### config.mk
export PLATFORM = sky130hd
export DESIGN_NAME = pef_event_flags
export DESIGN_NICKNAME = d
export VERILOG_FILES = /design/src/shared/pef_pkg.sv /design/src/rtl/pef_event_flags.sv /design/src/rtl/pef_sync.sv
export SDC_FILE = /design/constraint.sdc
export NUM_CORES = 1
export LEC_CHECK = 0
export BUFFER_PORTS_ARGS = -buffer_cell sky130_fd_sc_hd__buf_4
export CAP_MARGIN = 20
export CORE_MARGIN = 3
export CORE_UTILIZATION = 42
export DETAILED_ROUTE_END_ITERATION = 7
export PLACE_DENSITY_LB_ADDON = 0.3
export SETUP_SLACK_MARGIN = 0.4
export SYNTH_ARGS = -nofsm -noshare
export SYNTH_HDL_FRONTEND = slang
export SYNTH_SLANG_ARGS = --single-unit
### constraint.sdc
create_clock -name clk -period 3.34 [get_ports clk]
set_input_delay 0.334 -clock clk [delete_from_list [all_inputs] [get_ports clk]]
set_output_delay 0.334 -clock clk [all_outputs]
set_load 0.01 [all_outputs]
### src/shared/pef_pkg.sv
// Shared constants and types for the event flag and mask block
`default_nettype none
package pef_pkg;

    // Register offsets
    localparam logic [7:0] OFS_PART_ID  = 8'h00;
    localparam logic [7:0] OFS_FLAGS_A  = 8'h01;
    localparam logic [7:0] OFS_FLAGS_B  = 8'h02;
    localparam logic [7:0] OFS_MASK_A   = 8'h03;
    localparam logic [7:0] OFS_MASK_B   = 8'h04;
    localparam logic [7:0] OFS_STATUS   = 8'h05;

    // Field positions, flags and masks share them
    localparam int BIT_LOW_SUPPLY  = 5;
    localparam int BIT_MAINS       = 4;
    localparam int BIT_PUSH_BUTTON = 3;
    localparam int BIT_OVERHEAT    = 2;
    localparam int BIT_STORE_DONE  = 0;
    localparam int BIT_SW_OVERHEAT = 5;
    localparam int BIT_SW_CUR_LIM  = 2;
    localparam int BIT_MAINS_LEVEL = 5;
    localparam int PART_CODE_LSB   = 3;

    // Reset values and bit groups
    localparam logic [7:0] FLAGS_RST      = 8'h00;
    localparam logic [7:0] MASK_RST       = 8'h00;
    localparam logic [7:0] MASK_WRITABLE  = 8'h3f;
    localparam logic [7:0] FLAGS_A_USED   = 8'h3d;
    localparam logic [7:0] FLAGS_B_USED   = 8'h24;

    // Identity and bus address defaults, values arbitrary
    localparam logic [4:0] PART_CODE_DFLT = 5'h0c;
    localparam logic [2:0] ISSUE_DFLT     = 3'h3;
    localparam logic [6:0] I2C_ADDR_DFLT  = 7'h4a;

    localparam logic [3:0] BITS_PER_BYTE  = 4'h8;

    // Raw pin group, all asynchronous to clk
    typedef struct packed {
        logic scl;
        logic sda;
        logic mains_detect_input;
        logic push_button_input;
        logic low_supply;
        logic overheat;
        logic store_done;
        logic switch_overheat;
        logic switch_current_limit;
    } pef_pins_t;

    localparam int PINS_W = $bits(pef_pins_t);

    // Idle levels: bus lines and active-low pins high
    localparam pef_pins_t PINS_IDLE = '{scl: 1'b1, sda: 1'b1, mains_detect_input: 1'b1,
                                        push_button_input: 1'b1, default: 1'b0};

    // Register access strobe from the serial engine
    typedef struct packed {
        logic       rd;
        logic       wr;
        logic [7:0] addr;
        logic [7:0] data;
    } pef_reg_req_t;

    typedef enum logic [2:0] {
        ST_IDLE,
        ST_ADDR,
        ST_ADDR_ACK,
        ST_WR_BYTE,
        ST_WR_ACK,
        ST_RD_BYTE,
        ST_RD_ACK
    } pef_i2c_state_t;

endpackage
`default_nettype wire

### src/rtl/pef_event_flags.sv
// Event flags, masks, interrupt pin and serial register access
//
// How it works
// - A too-low supply for storing defaults latches flag bit 5 of the first flag register.
// - Every rising or falling edge of the mains-detect input latches flag bit 4 of the first flag register.
// - Every level change of the push-button input latches flag bit 3 of the first flag register.
// - Bit 2 of the first flag register follows the overheat warning level, 1 above and 0 below the threshold.
// - Completion of the default store latches flag bit 0 of the first flag register.
// - A load switch over-temperature shutdown latches flag bit 5 of the second flag register.
// - Bit 2 of the second flag register reads 1 exactly while the load switch limits current.
// - A mask bit of 0 lets its event pull the interrupt pin low, a mask bit of 1 hides it from the pin.
// - Flags record events whatever the masks say; masks only gate the interrupt pin.
// - The first mask register keeps its masks at bits 5, 4, 3, 2 and 0, like the flags.
// - Both flag registers are read-only at offsets 1 and 2, reset to zero, reserved bits read zero.
// - The first mask register sits at offset 3, resets to zero, bits 7 and 6 read-only zero, rest writable.
// - The second mask register holds the switch overheat mask at bit 5 and current-limit mask at bit 2.
// - A status register shows the live mains-detect level, 1 while the input is driven low.
`default_nettype none
module pef_event_flags
    import pef_pkg::*;
#(
    parameter logic [6:0] DEV_ADDR  = pef_pkg::I2C_ADDR_DFLT,
    parameter logic [4:0] PART_CODE = pef_pkg::PART_CODE_DFLT,
    parameter logic [2:0] ISSUE     = pef_pkg::ISSUE_DFLT
) (
    input  wire logic               clk,
    input  wire logic               rst_n,
    input  wire pef_pkg::pef_pins_t pins,
    output var  logic               sda_o,
    output var  logic               sda_oe,
    output var  logic               irq_n_pin
);

    import pef_pkg::*;

    pef_pins_t      s;
    pef_reg_req_t   req;
    pef_i2c_state_t st;
    pef_i2c_state_t next_st;
    logic [7:0]     rd_data;
    logic [7:0]     latch_a;
    logic [7:0]     latch_b;
    logic [7:0]     mask_a;
    logic [7:0]     mask_b;
    logic [7:0]     next_latch_a;
    logic [7:0]     next_latch_b;
    logic [7:0]     next_mask_a;
    logic [7:0]     next_mask_b;
    logic [7:0]     set_a;
    logic [7:0]     set_b;
    logic [7:0]     flags_a;
    logic [7:0]     flags_b;
    logic [7:0]     status;
    logic           prev_mains;
    logic           prev_pb;
    logic           prev_done;
    logic           next_irq_n;
    logic           scl_prev;
    logic           sda_prev;
    logic           scl_rise;
    logic           scl_fall;
    logic           start_seen;
    logic           stop_seen;
    logic [3:0]     bit_cnt;
    logic [3:0]     next_bit_cnt;
    logic [7:0]     shreg;
    logic [7:0]     next_shreg;
    logic [7:0]     ptr;
    logic [7:0]     next_ptr;
    logic           first_byte;
    logic           next_first_byte;
    logic           next_sda_oe;

    // Every pin, bus lines included, crosses in here first
    pef_sync #(
        .WIDTH   (PINS_W),
        .RST_VAL (PINS_IDLE)
    ) u_sync (
        .clk      (clk),
        .rst_n    (rst_n),
        .async_in (pins),
        .sync_out (s)
    );

    // Event detection
    always_comb begin
        set_a = 8'h00;
        set_b = 8'h00;
        set_a[BIT_LOW_SUPPLY]  = s.low_supply;
        set_a[BIT_MAINS]       = s.mains_detect_input ^ prev_mains;
        set_a[BIT_PUSH_BUTTON] = s.push_button_input ^ prev_pb;
        set_a[BIT_STORE_DONE]  = s.store_done & ~prev_done;
        set_b[BIT_SW_OVERHEAT] = s.switch_overheat;
    end

    // Level-type bits read live so they drop as soon as the cause goes
    always_comb begin
        flags_a = latch_a;
        flags_b = latch_b;
        flags_a[BIT_OVERHEAT]   = s.overheat;
        flags_b[BIT_SW_CUR_LIM] = s.switch_current_limit;
        flags_a = flags_a & FLAGS_A_USED;
        flags_b = flags_b & FLAGS_B_USED;
    end

    // Latched flags: a set in the clearing cycle survives the clear
    always_comb begin
        next_latch_a = latch_a;
        next_latch_b = latch_b;
        if (req.rd && req.addr == OFS_FLAGS_A) begin
            next_latch_a = FLAGS_RST;
        end
        if (req.rd && req.addr == OFS_FLAGS_B) begin
            next_latch_b = FLAGS_RST;
        end
        next_latch_a = next_latch_a | set_a;
        next_latch_b = next_latch_b | set_b;
    end

    // Mask writes, upper two bits stay zero
    always_comb begin
        next_mask_a = mask_a;
        next_mask_b = mask_b;
        if (req.wr && req.addr == OFS_MASK_A) begin
            next_mask_a = req.data & MASK_WRITABLE;
        end
        if (req.wr && req.addr == OFS_MASK_B) begin
            next_mask_b = req.data & MASK_WRITABLE;
        end
    end

    // Pin low while any unmasked flag stands
    always_comb begin
        next_irq_n = ~(|(flags_a & ~mask_a) | |(flags_b & ~mask_b));
    end

    always_ff @(posedge clk or negedge rst_n) begin
        if (!rst_n) begin
            latch_a    <= FLAGS_RST;
            latch_b    <= FLAGS_RST;
            mask_a     <= MASK_RST;
            mask_b     <= MASK_RST;
            prev_mains <= 1'b1;
            prev_pb    <= 1'b1;
            prev_done  <= 1'b0;
            irq_n_pin  <= 1'b1;
        end else begin
            latch_a    <= next_latch_a;
            latch_b    <= next_latch_b;
            mask_a     <= next_mask_a;
            mask_b     <= next_mask_b;
            prev_mains <= s.mains_detect_input;
            prev_pb    <= s.push_button_input;
            prev_done  <= s.store_done;
            irq_n_pin  <= next_irq_n;
        end
    end

    // Read mux; unknown offsets read zero
    always_comb begin
        status = 8'h00;
        status[BIT_MAINS_LEVEL] = ~s.mains_detect_input;
        case (ptr)
            OFS_PART_ID: rd_data = {PART_CODE, ISSUE};
            OFS_FLAGS_A: rd_data = flags_a;
            OFS_FLAGS_B: rd_data = flags_b;
            OFS_MASK_A:  rd_data = mask_a;
            OFS_MASK_B:  rd_data = mask_b;
            OFS_STATUS:  rd_data = status;
            default:     rd_data = 8'h00;
        endcase
    end

    // Serial slave: bus edges from synchronised lines
    always_comb begin
        scl_rise   = s.scl & ~scl_prev;
        scl_fall   = ~s.scl & scl_prev;
        start_seen = s.scl & scl_prev & sda_prev & ~s.sda;
        stop_seen  = s.scl & scl_prev & ~sda_prev & s.sda;
    end

    // No unlock step: every pointer write and data write goes straight through
    always_comb begin
        next_st         = st;
        next_bit_cnt    = bit_cnt;
        next_shreg      = shreg;
        next_ptr        = ptr;
        next_first_byte = first_byte;
        next_sda_oe     = sda_oe;
        req.rd          = 1'b0;
        req.wr          = 1'b0;
        req.addr        = ptr;
        req.data        = shreg;
        if (stop_seen) begin
            next_st     = ST_IDLE;
            next_sda_oe = 1'b0;
        end else if (start_seen) begin
            next_st         = ST_ADDR;
            next_bit_cnt    = 4'h0;
            next_first_byte = 1'b1;
            next_sda_oe     = 1'b0;
        end else begin
            case (st)
                ST_ADDR, ST_WR_BYTE: begin
                    if (scl_rise) begin
                        next_shreg   = {shreg[6:0], s.sda};
                        next_bit_cnt = bit_cnt + 4'h1;
                    end else if (scl_fall && bit_cnt == BITS_PER_BYTE) begin
                        if (st == ST_ADDR) begin
                            if (shreg[7:1] == DEV_ADDR) begin
                                next_sda_oe = 1'b1;
                                next_st     = ST_ADDR_ACK;
                            end else begin
                                next_st = ST_IDLE;
                            end
                        end else begin
                            next_sda_oe = 1'b1;
                            next_st     = ST_WR_ACK;
                            if (first_byte) begin
                                next_ptr        = shreg;
                                next_first_byte = 1'b0;
                            end else begin
                                req.wr   = 1'b1;
                                next_ptr = ptr + 8'h01;
                            end
                        end
                    end
                end
                ST_ADDR_ACK, ST_WR_ACK: begin
                    if (scl_fall) begin
                        next_bit_cnt = 4'h0;
                        if (st == ST_ADDR_ACK && shreg[0]) begin
                            req.rd      = 1'b1;
                            next_shreg  = rd_data;
                            next_sda_oe = ~rd_data[7];
                            next_ptr    = ptr + 8'h01;
                            next_st     = ST_RD_BYTE;
                        end else begin
                            next_sda_oe = 1'b0;
                            next_st     = ST_WR_BYTE;
                        end
                    end
                end
                ST_RD_BYTE: begin
                    if (scl_fall) begin
                        next_bit_cnt = bit_cnt + 4'h1;
                        if (bit_cnt == BITS_PER_BYTE - 4'h1) begin
                            next_sda_oe = 1'b0;
                            next_st     = ST_RD_ACK;
                        end else begin
                            next_shreg  = {shreg[6:0], 1'b0};
                            next_sda_oe = ~shreg[6];
                        end
                    end
                end
                ST_RD_ACK: begin
                    // A not-acknowledge ends the burst; wait for stop or start
                    if (scl_rise && s.sda) begin
                        next_st = ST_IDLE;
                    end else if (scl_fall) begin
                        req.rd       = 1'b1;
                        next_shreg   = rd_data;
                        next_sda_oe  = ~rd_data[7];
                        next_ptr     = ptr + 8'h01;
                        next_bit_cnt = 4'h0;
                        next_st      = ST_RD_BYTE;
                    end
                end
                default: begin
                    next_sda_oe = 1'b0;
                end
            endcase
        end
    end

    always_ff @(posedge clk or negedge rst_n) begin
        if (!rst_n) begin
            st         <= ST_IDLE;
            bit_cnt    <= 4'h0;
            shreg      <= 8'h00;
            ptr        <= 8'h00;
            first_byte <= 1'b1;
            sda_oe     <= 1'b0;
            scl_prev   <= 1'b1;
            sda_prev   <= 1'b1;
        end else begin
            st         <= next_st;
            bit_cnt    <= next_bit_cnt;
            shreg      <= next_shreg;
            ptr        <= next_ptr;
            first_byte <= next_first_byte;
            sda_oe     <= next_sda_oe;
            scl_prev   <= s.scl;
            sda_prev   <= s.sda;
        end
    end

    // Open drain: only ever pulls low
    always_comb begin
        sda_o = 1'b0;
    end

endmodule
`default_nettype wire

### src/rtl/pef_sync.sv
// Two-flop synchroniser bank for asynchronous pins
`default_nettype none
module pef_sync #(
    parameter int              WIDTH   = 1,
    parameter logic [WIDTH-1:0] RST_VAL = '0
) (
    input  wire logic             clk,
    input  wire logic             rst_n,
    input  wire logic [WIDTH-1:0] async_in,
    output var  logic [WIDTH-1:0] sync_out
);

    genvar i;
    generate
        for (i = 0; i < WIDTH; i++) begin : g_bit
            logic stage1;
            logic stage2;
            logic next_stage1;
            logic next_stage2;

            // One flop per bit owns its output bit, no shared writers
            assign sync_out[i] = stage2;

            always_comb begin
                next_stage1 = async_in[i];
                next_stage2 = stage1;
            end

            // First stage feeds only the second
            always_ff @(posedge clk or negedge rst_n) begin
                if (!rst_n) begin
                    stage1 <= RST_VAL[i];
                    stage2 <= RST_VAL[i];
                end else begin
                    stage1 <= next_stage1;
                    stage2 <= next_stage2;
                end
            end
        end
    endgenerate

endmodule
`default_nettype wire

# Word-level counts from Yosys, hierarchy flattened
# Cells that the tools add are included.
# totals
regBits,77
word_cells,195
inputBits,11
out_inout_bits,3
# op_classes
n_mux,69
addsub,2
n_eq_ne,38
reduce_logical,24
bitwise_logic,28
# op_table
cell,count
8-bit two-way mux,17
7-bit case mux with 6 select lines,1
3-bit two-way mux,11
8-bit case mux with 4 select lines,1
4-bit != test (second input constant),7
1-bit two-way mux,26
8-bit case mux with 3 select lines,1
2-bit != test (second input constant),11
4-bit two-way mux,5
10-bit AND reduction,2
6-bit by 8-bit bitwise AND with 8-bit output,2
8-bit by 2-bit equality test with 1-bit output (second input constant),2
8-bit by 3-bit equality test with 1-bit output (second input constant),2
6-bit inverter with 8-bit output,2
8-bit by 6-bit OR with 8-bit output,2
4-bit case mux with 4 select lines,1
8-bit OR reduction,2
7-bit AND reduction,2
3-bit case mux with 4 select lines,1
5-bit != test (second input constant),2
1-bit inverter,10
5-bit AND reduction,2
3-bit equality test (second input constant),3
3-bit != test (second input constant),3
24 further kinds,43

# Longest topological paths before layout
# Gate-level depths: netlist (run 1).
# logic_depth
depth_word,11
depth_mapped,8
mapped_depth_nobuf,7

# Hierarchy
# A second synthesis (run 1) with hierarchy kept.
# hier_totals
cells_unflattened,334
hier_area_um2,3378.2
# by_module_without_submodules
mod,n_inst,area_each_um2,seq_area_each_um2,cells_per_inst
pef_event_flags,1,2850.2,1208.7,307
pef_sync,1,528.0,460.4,27

# Worst setup path after synthesis (run 1)
# Ideal clock, no wire load.
# synth_path
path_type,register to register
from,register u_sync.g_bit[7].stage2
to,register mask_b[0]
stages_incl_launch_ff,7
slack_ns,1.479
arrival_time_ns,1.737
required_time_ns,3.215
setup_time_ns,0.125
synth_period_minus_slack_ns,1.861
n_path_buf,1
cell_sequence,dfstp_2 -> xor2_1 -> and3_1 -> buf_6 -> nor4_4 -> nand4_2 -> mux2_2
# synth_via
elab_chain_cells,5
word_cells_on_any_way,6
cone_classes,mux: 2; bitwise: 3; reduce/logical: 1
# synth_lines
item,line,text
"start, declared",pef_sync.sv:17,logic stage2;
"start signal, assigned",pef_sync.sv:33,stage2 <= RST_VAL[i];
"start signal, assigned",pef_sync.sv:36,stage2 <= next_stage2;
1-bit inverter,pef_event_flags.sv:178,start_seen = s.scl & scl_prev & sda_prev & ~s.sda;
1-bit bitwise AND,pef_event_flags.sv:178,
2-bit two-way mux,pef_event_flags.sv:197,end else if (start_seen) begin
2-bit two-way mux *,pef_event_flags.sv:194,if (stop_seen) begin
1-bit logical AND *,pef_event_flags.sv:127,if (req.wr && req.addr == OFS_MASK_B) begin
"end signal, assigned",pef_event_flags.sv:151,mask_b <= next_mask_b;
"end, declared",pef_event_flags.sv:44,logic [7:0] mask_b;
# Mark *: on every way between the ends. The rest lies on a longest branch, timed or not.
# A chain may end at the register's enable or synchronous reset.

# Worst setup path after layout (run 1)
# layout_path
from,register st[1]
to,register latch_a[0]
# layout_via
elab_chain_cells,10
word_cells_on_any_way,13
cone_classes,eq/ne: 3; mux: 6; bitwise: 1; reduce/logical: 3
# layout_lines
item,line,text
"start, declared",pef_event_flags.sv:38,pef_i2c_state_t st;
"start signal, assigned",pef_event_flags.sv:287,st <= next_st;
3-bit by 2-bit equality test with 1-bit output,"pef_event_flags.sv:203, pef_event_flags.sv:232",
1-bit logical AND,pef_event_flags.sv:232,if (st == ST_ADDR_ACK && shreg[0]) begin
1-bit two-way mux,pef_event_flags.sv:232,
1-bit two-way mux,pef_event_flags.sv:230,if (scl_fall) begin
1-bit case mux with 2 select lines *,pef_event_flags.sv:203,case (st)
2-bit two-way mux *,pef_event_flags.sv:197,
2-bit two-way mux *,pef_event_flags.sv:194,
1-bit logical AND *,pef_event_flags.sv:110,if (req.rd && req.addr == OFS_FLAGS_A) begin
8-bit two-way mux *,pef_event_flags.sv:110,
8-bit by 6-bit OR with 8-bit output *,pef_event_flags.sv:116,next_latch_a = next_latch_a | set_a;
named net next_latch_a[0],pef_event_flags.sv:45,logic [7:0] next_latch_a;
"end signal, assigned",pef_event_flags.sv:148,latch_a <= next_latch_a;
"end, declared",pef_event_flags.sv:41,logic [7:0] latch_a;
# The timed path passes the listed nets; every way through them passes the cells marked *.

==> qor.tcl, run 1 <==
set qor(outcome) {completed}
set qor(finClkSkew_ns) 0.00829
set qor(static-leakage-power_nw) 1.57
set qor(stdcell_count) 411
set qor(synth_simple_gate_area_frac) 0.150
set qor(path_max_fanout) 20
set qor(fp.dieArea_um2) 8670
set qor(grt_first_pass_wirelength_um) 11000
set qor(synth-seq-cells) 66
set qor(pwr_total_w) 0.00310
set qor(synth_area_um2) 3190
set qor(synthXorXnorAreaFrac) 0.00824
set qor(synth-seq-area-share) 0.524
set qor(cp.arrival_ns) 2.64
set qor(layout.nets) 324
set qor(cts.repair_timing.setup_buffer_count) 0
set qor(layout_common_cells) {sky130_fd_sc_hd__dfrtp_1 (52), sky130_fd_sc_hd__nand2_1 (24), sky130_fd_sc_hd__a21oi_1 (20)}
set qor(detail_route.drc_violations) 0
set qor(worstSetupEndpointType) {register}
set qor(dr.max_layer_used) {met4}
set qor(worst-endpoint-required_ns) 3.59
set qor(yosys_warnings) 0
set qor(power.share.sequential) 0.396
set qor(synth.mux.area_fraction) 0.0761
set qor(grt_pass1_vias) 2268
set qor(synthCells) 298
set qor(cell_internal_pwr_w) 0.00189
set qor(critPathLaunchType) {register}
set qor(post-synth-top-area-cell) {sky130_fd_sc_hd__dfrtp_1}
set qor(worst_supply_voltage_drop_on_vdd_v) 0.000333
set qor(timing_max_transition_violations_final) 0
set qor(drive_above_1_share) 0.218
set qor(worst-setup-path-type) {register to register}
set qor(detail-route-antenna-nets) 0
set qor(synth_top_area_frac) 0.408
set qor(die_h_um) 93.1
set qor(max_cap_violations) 0
set qor(worst_slew_pin_slew_ns) 0.816
set qor(floorplan.die.width_um) 93.1
set qor(clock_tree.root_cell) {sky130_fd_sc_hd__clkbuf_8}
set qor(clkLatencyLatePin_ns) 0.36
set qor(relSlewSlack) 0.456
set qor(comb_power_share) 0.323
set qor(clock_sink_count) 66
set qor(cts.repair.resized) 0
set qor(setup_total_negative_slack_ns) 0
set qor(numPortBuffers) 12
set qor(clock.fmax_mhz) 419
set qor(detailedRoute.firstPassIterationCount) 4
set qor(h-tree-depth) 3
set qor(antenna_found_initial) 0
set qor(worst_setup_path_startpoint) {st[1]}
set qor(via_count) 2278
set qor(effective_utilization_at_floorplan) 0.437
set qor(synthAdderAreaFrac) 0.0235
set qor(globalRouteOverflowTotal) 0
set qor(p_sw_w) 0.00120
set qor(share_clk_of_total_power) 0.281
set qor(wl_met3_um) 298
set qor(cts_max_path_buffers) 2
set qor(dominant_combinational_cell_family_by_area_after_synthesis) {compound AO/OA/AOI/OAI gates}
set qor(async_flop_share) 1.00
set qor(floorplan.rows) 31
set qor(wl_met2_um) 3010
set qor(holdBufCountCts) 0
set qor(post_synth_main_area_contributors) {sky130_fd_sc_hd__dfrtp_1 (41%), sky130_fd_sc_hd__dfstp_2 (12%), sky130_fd_sc_hd__mux2_2 (6.4%)}
set qor(setup_viol) 0
set qor(cts-buffers-inserted) 9
set qor(tritoncts_clock_tree) {built}
set qor(synth-compound-area-share) 0.173
set qor(rsz0062_at_grt) {no}
set qor(mappedNetlistNets) 315
set qor(route.final.wire_length_um) 6540
set qor(hold_class) {input port to asynchronous set/reset pin}
set qor(grt_max_degree) 67
set qor(final-hold-violation-count) 0
set qor(core-area_um2) 7290
set qor(path_clk_slew_ns) 0.08
set qor(pwr_density_cell_nw_per_um2) 865
set qor(power_switching_share) 0.389
set qor(wl_per_cell_um) 15.9
set qor(share_of_the_cycle_needed_by_the_critical_path_after_routing) 0.715
set qor(drtIter0Drc) 137
set qor(postSynth.topFlopCell) {sky130_fd_sc_hd__dfrtp_1}
set qor(place_inst) 395
set qor(io_pins) 14
set qor(period_needed_ns) 2.39
set qor(antennaDiodeCount) 0
set qor(areaGrowthSynthToFinish_pct) 12.3
set qor(reg2reg_from) {st[1]}
set qor(detailed_place_hpwl_um) 4210
set qor(mostFrequentLayoutCell) {sky130_fd_sc_hd__dfrtp_1}
set qor(route.layer.met1.wl_um) 3120
set qor(post_drt_via_cell_ratio) 5.54
set qor(synth_enable_flop_cells) 0
set qor(routabilityCongestion) 0.795
set qor(globalRouteTotalUtil) 0.162
set qor(r2r_cells) 5
set qor(avgSynthCellArea_um2) 10.7
set qor(unique_masters_post_synth) 57
## metrics by stage
step                hold WS (ns)  area [µm²]   util  worst slack, ns
floorplan                 0.0384        3190      -             1.48
global placement           0.332        3320  0.456             1.12
detailed placement         0.337        3320  0.456             1.04
CTS                       0.0662        3580  0.491             1.01
global route              0.0590        3580  0.491            0.836
finish                    0.0626        3580  0.491            0.953
## final timing paths
check | endpoint | slack [ns]
hold / removal | u_sync.g_bit[1].next_stage2 | 0.06
setup / recovery | latch_a[0] | 0.95
hold reg to reg | u_sync.g_bit[2].stage2 | 0.35
setup reg to reg | latch_a[0] | 0.95
max in group asynchronous | shreg[6] | 2.74
min in group clk | u_sync.g_bit[5].next_stage2 | 0.07
## registers in the layout, indices dropped and copies added (netlist names), 3 cells and up
register / count
mask_a: 6
shreg: 8
ptr: 8
u_sync.g_bit.next_stage2: 9
latch_a: 4
mask_b: 6
bit_cnt: 4
st: 3
u_sync.g_bit.stage2: 9
## critical path: stages, from the launching register on
cell	delay, ns
sky130_fd_sc_hd__dfrtp_1	0.71
sky130_fd_sc_hd__o21ai_0	0.26
sky130_fd_sc_hd__or3_1	0.46
sky130_fd_sc_hd__nor4_1	0.42
sky130_fd_sc_hd__nand2_1	0.22
sky130_fd_sc_hd__a22o_1	0.22
## power by group through the flow
| stage | registers, W | logic (W) | clock network (W) |
|---|---|---|---|
| detailed placement | 0.00123 | 0.000990 | 0 |
| CTS | 0.00122 | 0.00100 | 0.000883 |
| floorplan | 0.00109 | 0.000888 | 0 |
| global route | 0.00125 | 0.00113 | 0.000927 |
| finish | 0.00123 | 0.00100 | 0.000869 |
| global placement | 0.00122 | 0.000978 | 0 |
## cells in the mapped netlist, types with 3 or more instances
master / n
sky130_fd_sc_hd__o22ai_1: 7
sky130_fd_sc_hd__a311oi_1: 3
sky130_fd_sc_hd__mux2_2: 18
sky130_fd_sc_hd__a211oi_1: 6
sky130_fd_sc_hd__a21oi_1: 20
sky130_fd_sc_hd__nand2b_1: 7
sky130_fd_sc_hd__clkbuf_1: 5
sky130_fd_sc_hd__mux2i_1: 4
sky130_fd_sc_hd__buf_2: 3
sky130_fd_sc_hd__dfrtp_1: 52
sky130_fd_sc_hd__a21o_1: 5
sky130_fd_sc_hd__ha_1: 6
sky130_fd_sc_hd__nor2b_1: 4
sky130_fd_sc_hd__a22o_1: 5
sky130_fd_sc_hd__nand2_1: 24
sky130_fd_sc_hd__dfstp_2: 14
sky130_fd_sc_hd__o21ai_0: 18
sky130_fd_sc_hd__xor2_1: 3
sky130_fd_sc_hd__nor2_1: 13
sky130_fd_sc_hd__buf_4: 4
sky130_fd_sc_hd__nand3_1: 17
sky130_fd_sc_hd__inv_1: 17
sky130_fd_sc_hd__a22oi_1: 3
## logic make-up (layout without fill, tap and decap cells)
logic type	after synthesis	after routing
muxes	22	22
AOI/OAI and AO/OA	82	82
other	1	1
and+or+nand+nor	87	87
adders and majority gates	6	6
buffers and inverters	31	45
xor gates and xnor gates	3	3
DFF	66	66
## routing by layer
layer | vias up | global-route usage
li1 | 1093 | -
met1 | 1132 | 0.223
met2 | 43 | 0.241
met3 | 10 | 0.0322
met4 | 0 | 0.0891
met5 | - | 0
## cell type report
type,instances,area [µm²]
tap,99,124
fill,704,3710
sequential,66,1670
clock inverter,7,133
clock buffer,9,124
multi-input combinational,201,1380
inverter,17,63.8
timing repair buffer,12,90.1
Power figures use the tool's default switching activity.
==> inputs of run 2 (changes only) <==
Clock period 3.34 ns to 2.2 ns, I/O delays scaled along.
==> qor.tcl, run 2 (synthesis gave the netlist of run 1 again) <==
set qor(rsz0062_at_grt) {yes}
set qor(grt_max_degree) 67
set qor(detail_route.drc_violations) 0
set qor(fillerInstances) 631
set qor(hold-path-cell-count) 0
set qor(path_clk_slew_ns) 0.08
set qor(worst-setup-path-type) {register to register}
set qor(effective_utilization_at_floorplan) 0.437
set qor(crit_chain) {buf_4 > ha_4 > nand3b_1 > nor4b_4 > o32a_1 > buf_6 > mux2_4}
set qor(routabilityCongestion) 0.896
set qor(tritoncts_clock_tree) {built}
set qor(drive_above_1_share) 0.370
set qor(max_cap_violations) 0
set qor(globalRouteOverflowTotal) 0
set qor(comb_power_share) 0.452
set qor(detail-route-antenna-nets) 0
set qor(cts_max_path_buffers) 2
set qor(via_count) 2481
set qor(share_of_the_cycle_needed_by_the_critical_path_after_routing) 0.870
set qor(clock_sink_count) 66
set qor(setup_viol) 0
set qor(critPathLaunchType) {register}
set qor(timing_max_transition_violations_final) 0
set qor(core-area_um2) 7290
set qor(path_max_fanout) 8
set qor(globalRouteTotalUtil) 0.178
set qor(areaGrowthSynthToFinish_pct) 29.6
set qor(hold_class) {register to register}
set qor(worst_supply_voltage_drop_on_vdd_v) 0.000458
set qor(final-hold-violation-count) 0
set qor(cp.arrival_ns) 2.15
set qor(fp.dieArea_um2) 8670
set qor(h-tree-depth) 3
set qor(cts-buffers-inserted) 9
set qor(share_clk_of_total_power) 0.207
set qor(drtIter0Drc) 210
set qor(antennaDiodeCount) 0
set qor(post_drt_via_cell_ratio) 5.42
set qor(worst_slew_pin_slew_ns) 0.822
set qor(setup_total_negative_slack_ns) 0
set qor(period_needed_ns) 1.91
set qor(grt_first_pass_wirelength_um) 12100
set qor(detailedRoute.firstPassIterationCount) 5
set qor(outcome) {completed}
set qor(layout.nets) 371
set qor(floorplan.die.width_um) 93.1
set qor(antenna_found_initial) 0
set qor(final_cell_area_um2) 4130
set qor(worst_setup_path_startpoint) {bit_cnt[1]}
set qor(relSlewSlack) 0.452
set qor(clock.fmax_mhz) 522
set qor(mostFrequentLayoutCell) {sky130_fd_sc_hd__dfrtp_1}
set qor(pwr_density_cell_nw_per_um2) 1250
set qor(r2r_setup_slack_ns) 0.29
set qor(pre_cts_slack_ns) 0.107
set qor(grt_pass1_vias) 2484
set qor(die_h_um) 93.1
set qor(p_sw_w) 0.00205
set qor(worst_case_setup_margin_in_the_final_layout_ns) 0.286
set qor(io_pins) 14
set qor(cell_internal_pwr_w) 0.00313
set qor(clock_tree.root_cell) {sky130_fd_sc_hd__clkbuf_8}
set qor(reg2reg_from) {bit_cnt[1]}
set qor(static-leakage-power_nw) 1.82
set qor(wl_per_cell_um) 15.8
set qor(cpMaxStageDelayCell) {sky130_fd_sc_hd__dfrtp_1}
set qor(timing.critical_path.to) {shreg[5]}
set qor(route.final.wire_length_um) 7240
set qor(layout_common_cells) {sky130_fd_sc_hd__dfrtp_1 (47), sky130_fd_sc_hd__buf_4 (45), sky130_fd_sc_hd__nand2_1 (23)}
set qor(regToRegEndpoint) {shreg[5]}
set qor(numPortBuffers) 12
set qor(worstSetupEndpointType) {register}
set qor(r2r_cells) 7
set qor(final.hold.worst_slack_ns) 0.346
set qor(floorplan.rows) 31
set qor(finClkSkew_ns) 0.00990
set qor(placement.cell_area_um2) 3470
set qor(detailed_place_hpwl_um) 4590
set qor(power_switching_share) 0.396
set qor(clkLatencyLatePin_ns) 0.35
set qor(worst-endpoint-required_ns) 2.43
set qor(biggest_cell_delay_along_the_critical_path_ns) 0.41
set qor(power.share.sequential) 0.341
==> run 2: changes by cell type in the layout (fill, tap and decap cells not counted), moves of 3 or more <==
| cell | previous run | this run |
|---|---|---|
| sky130_fd_sc_hd__buf_6 | 0 | 3 |
| sky130_fd_sc_hd__inv_8 | 3 | 0 |
| sky130_fd_sc_hd__dfrtp_2 | 0 | 5 |
| sky130_fd_sc_hd__buf_4 | 12 | 45 |
| sky130_fd_sc_hd__dfrtp_1 | 52 | 47 |
| sky130_fd_sc_hd__nor2_1 | 13 | 10 |
| sky130_fd_sc_hd__mux2_4 | 0 | 7 |
| sky130_fd_sc_hd__nor2b_1 | 4 | 1 |
| sky130_fd_sc_hd__mux2_2 | 18 | 11 |
| sky130_fd_sc_hd__dlygate4sd3_1 | 0 | 10 |
| sky130_fd_sc_hd__a211oi_1 | 6 | 3 |
==> run 2: per-stage QoR <==
step	std cells	util	total power [W]
2_1_floorplan	298	-	0.00300
3_3_place_gp	414	0.475	0.00358
3_5_place_dp	414	0.475	0.00361
4_1_cts	449	0.545	0.00493
5_1_grt	458	0.567	0.00553
6_report	458	0.567	0.00518
==> run 2: power groups by stage <==
stage	Clock, W	Combinational, W	Sequential, W
after detailed placement	0	0.00187	0.00174
after global routing	0.00116	0.00256	0.00181
after floorplan	0	0.00135	0.00165
after global placement	0	0.00185	0.00174
after CTS	0.00110	0.00209	0.00173
final	0.00107	0.00234	0.00177
==> run 2: critical path, delay by kind of cell (launching register included) <==
| kind | cells | cell delay, ns |
|---|---|---|
| adders and majority gates | 1 | 0.16 |
| AOI/OAI and AO/OA | 1 | 0.19 |
| and+or+nand+nor | 2 | 0.41 |
| muxes | 1 | 0.31 |
| DFF | 1 | 0.41 |
| buffers and inverters | 2 | 0.31 |
==> run 2: layer usage <==
layer	GRT usage	vias to the layer above	wire (µm)
met5	0	-	0
met2	0.273	53	3480
met4	0.0672	0	120
met1	0.250	1232	3400
li1	-	1185	-
met3	0.0370	11	232
==> run 2: worst min path at each step <==
stage,startpoint,endpoint,slack (ns)
after floorplan,rst_n,bit_cnt[0],-0.08
after global placement,pins[5],u_sync.g_bit[5].next_stage2,0.33
after detailed placement,pins[5],u_sync.g_bit[5].next_stage2,0.33
after CTS,u_sync.g_bit[7].next_stage2,u_sync.g_bit[7].stage2,0.35
after global routing,u_sync.g_bit[7].next_stage2,u_sync.g_bit[7].stage2,0.35
final,u_sync.g_bit[7].next_stage2,u_sync.g_bit[7].stage2,0.35
==> run 2: area by class of cell <==
class | count | area [µm²] | share of cell area
Clock buffer | 11 | 151 | 0.0366
Sequential cell | 66 | 1680 | 0.405
Multi-Input combinational cell | 201 | 1570 | 0.379
Tap cell | 99 | 124 | 0.0300
Inverter | 17 | 63.8 | 0.0154
Clock inverter | 5 | 60.1 | 0.0145
Timing Repair Buffer | 59 | 492 | 0.119
==> run 2: what timing repair did <==
item                       in CTS  in global routing
hold buffers                   10                  0
pin swaps                       8                 10
setup endpoints to repair      34                 39
hold endpoints to repair       19                  0
buffers inserted                9                  9
gates resized for setup        26                 24
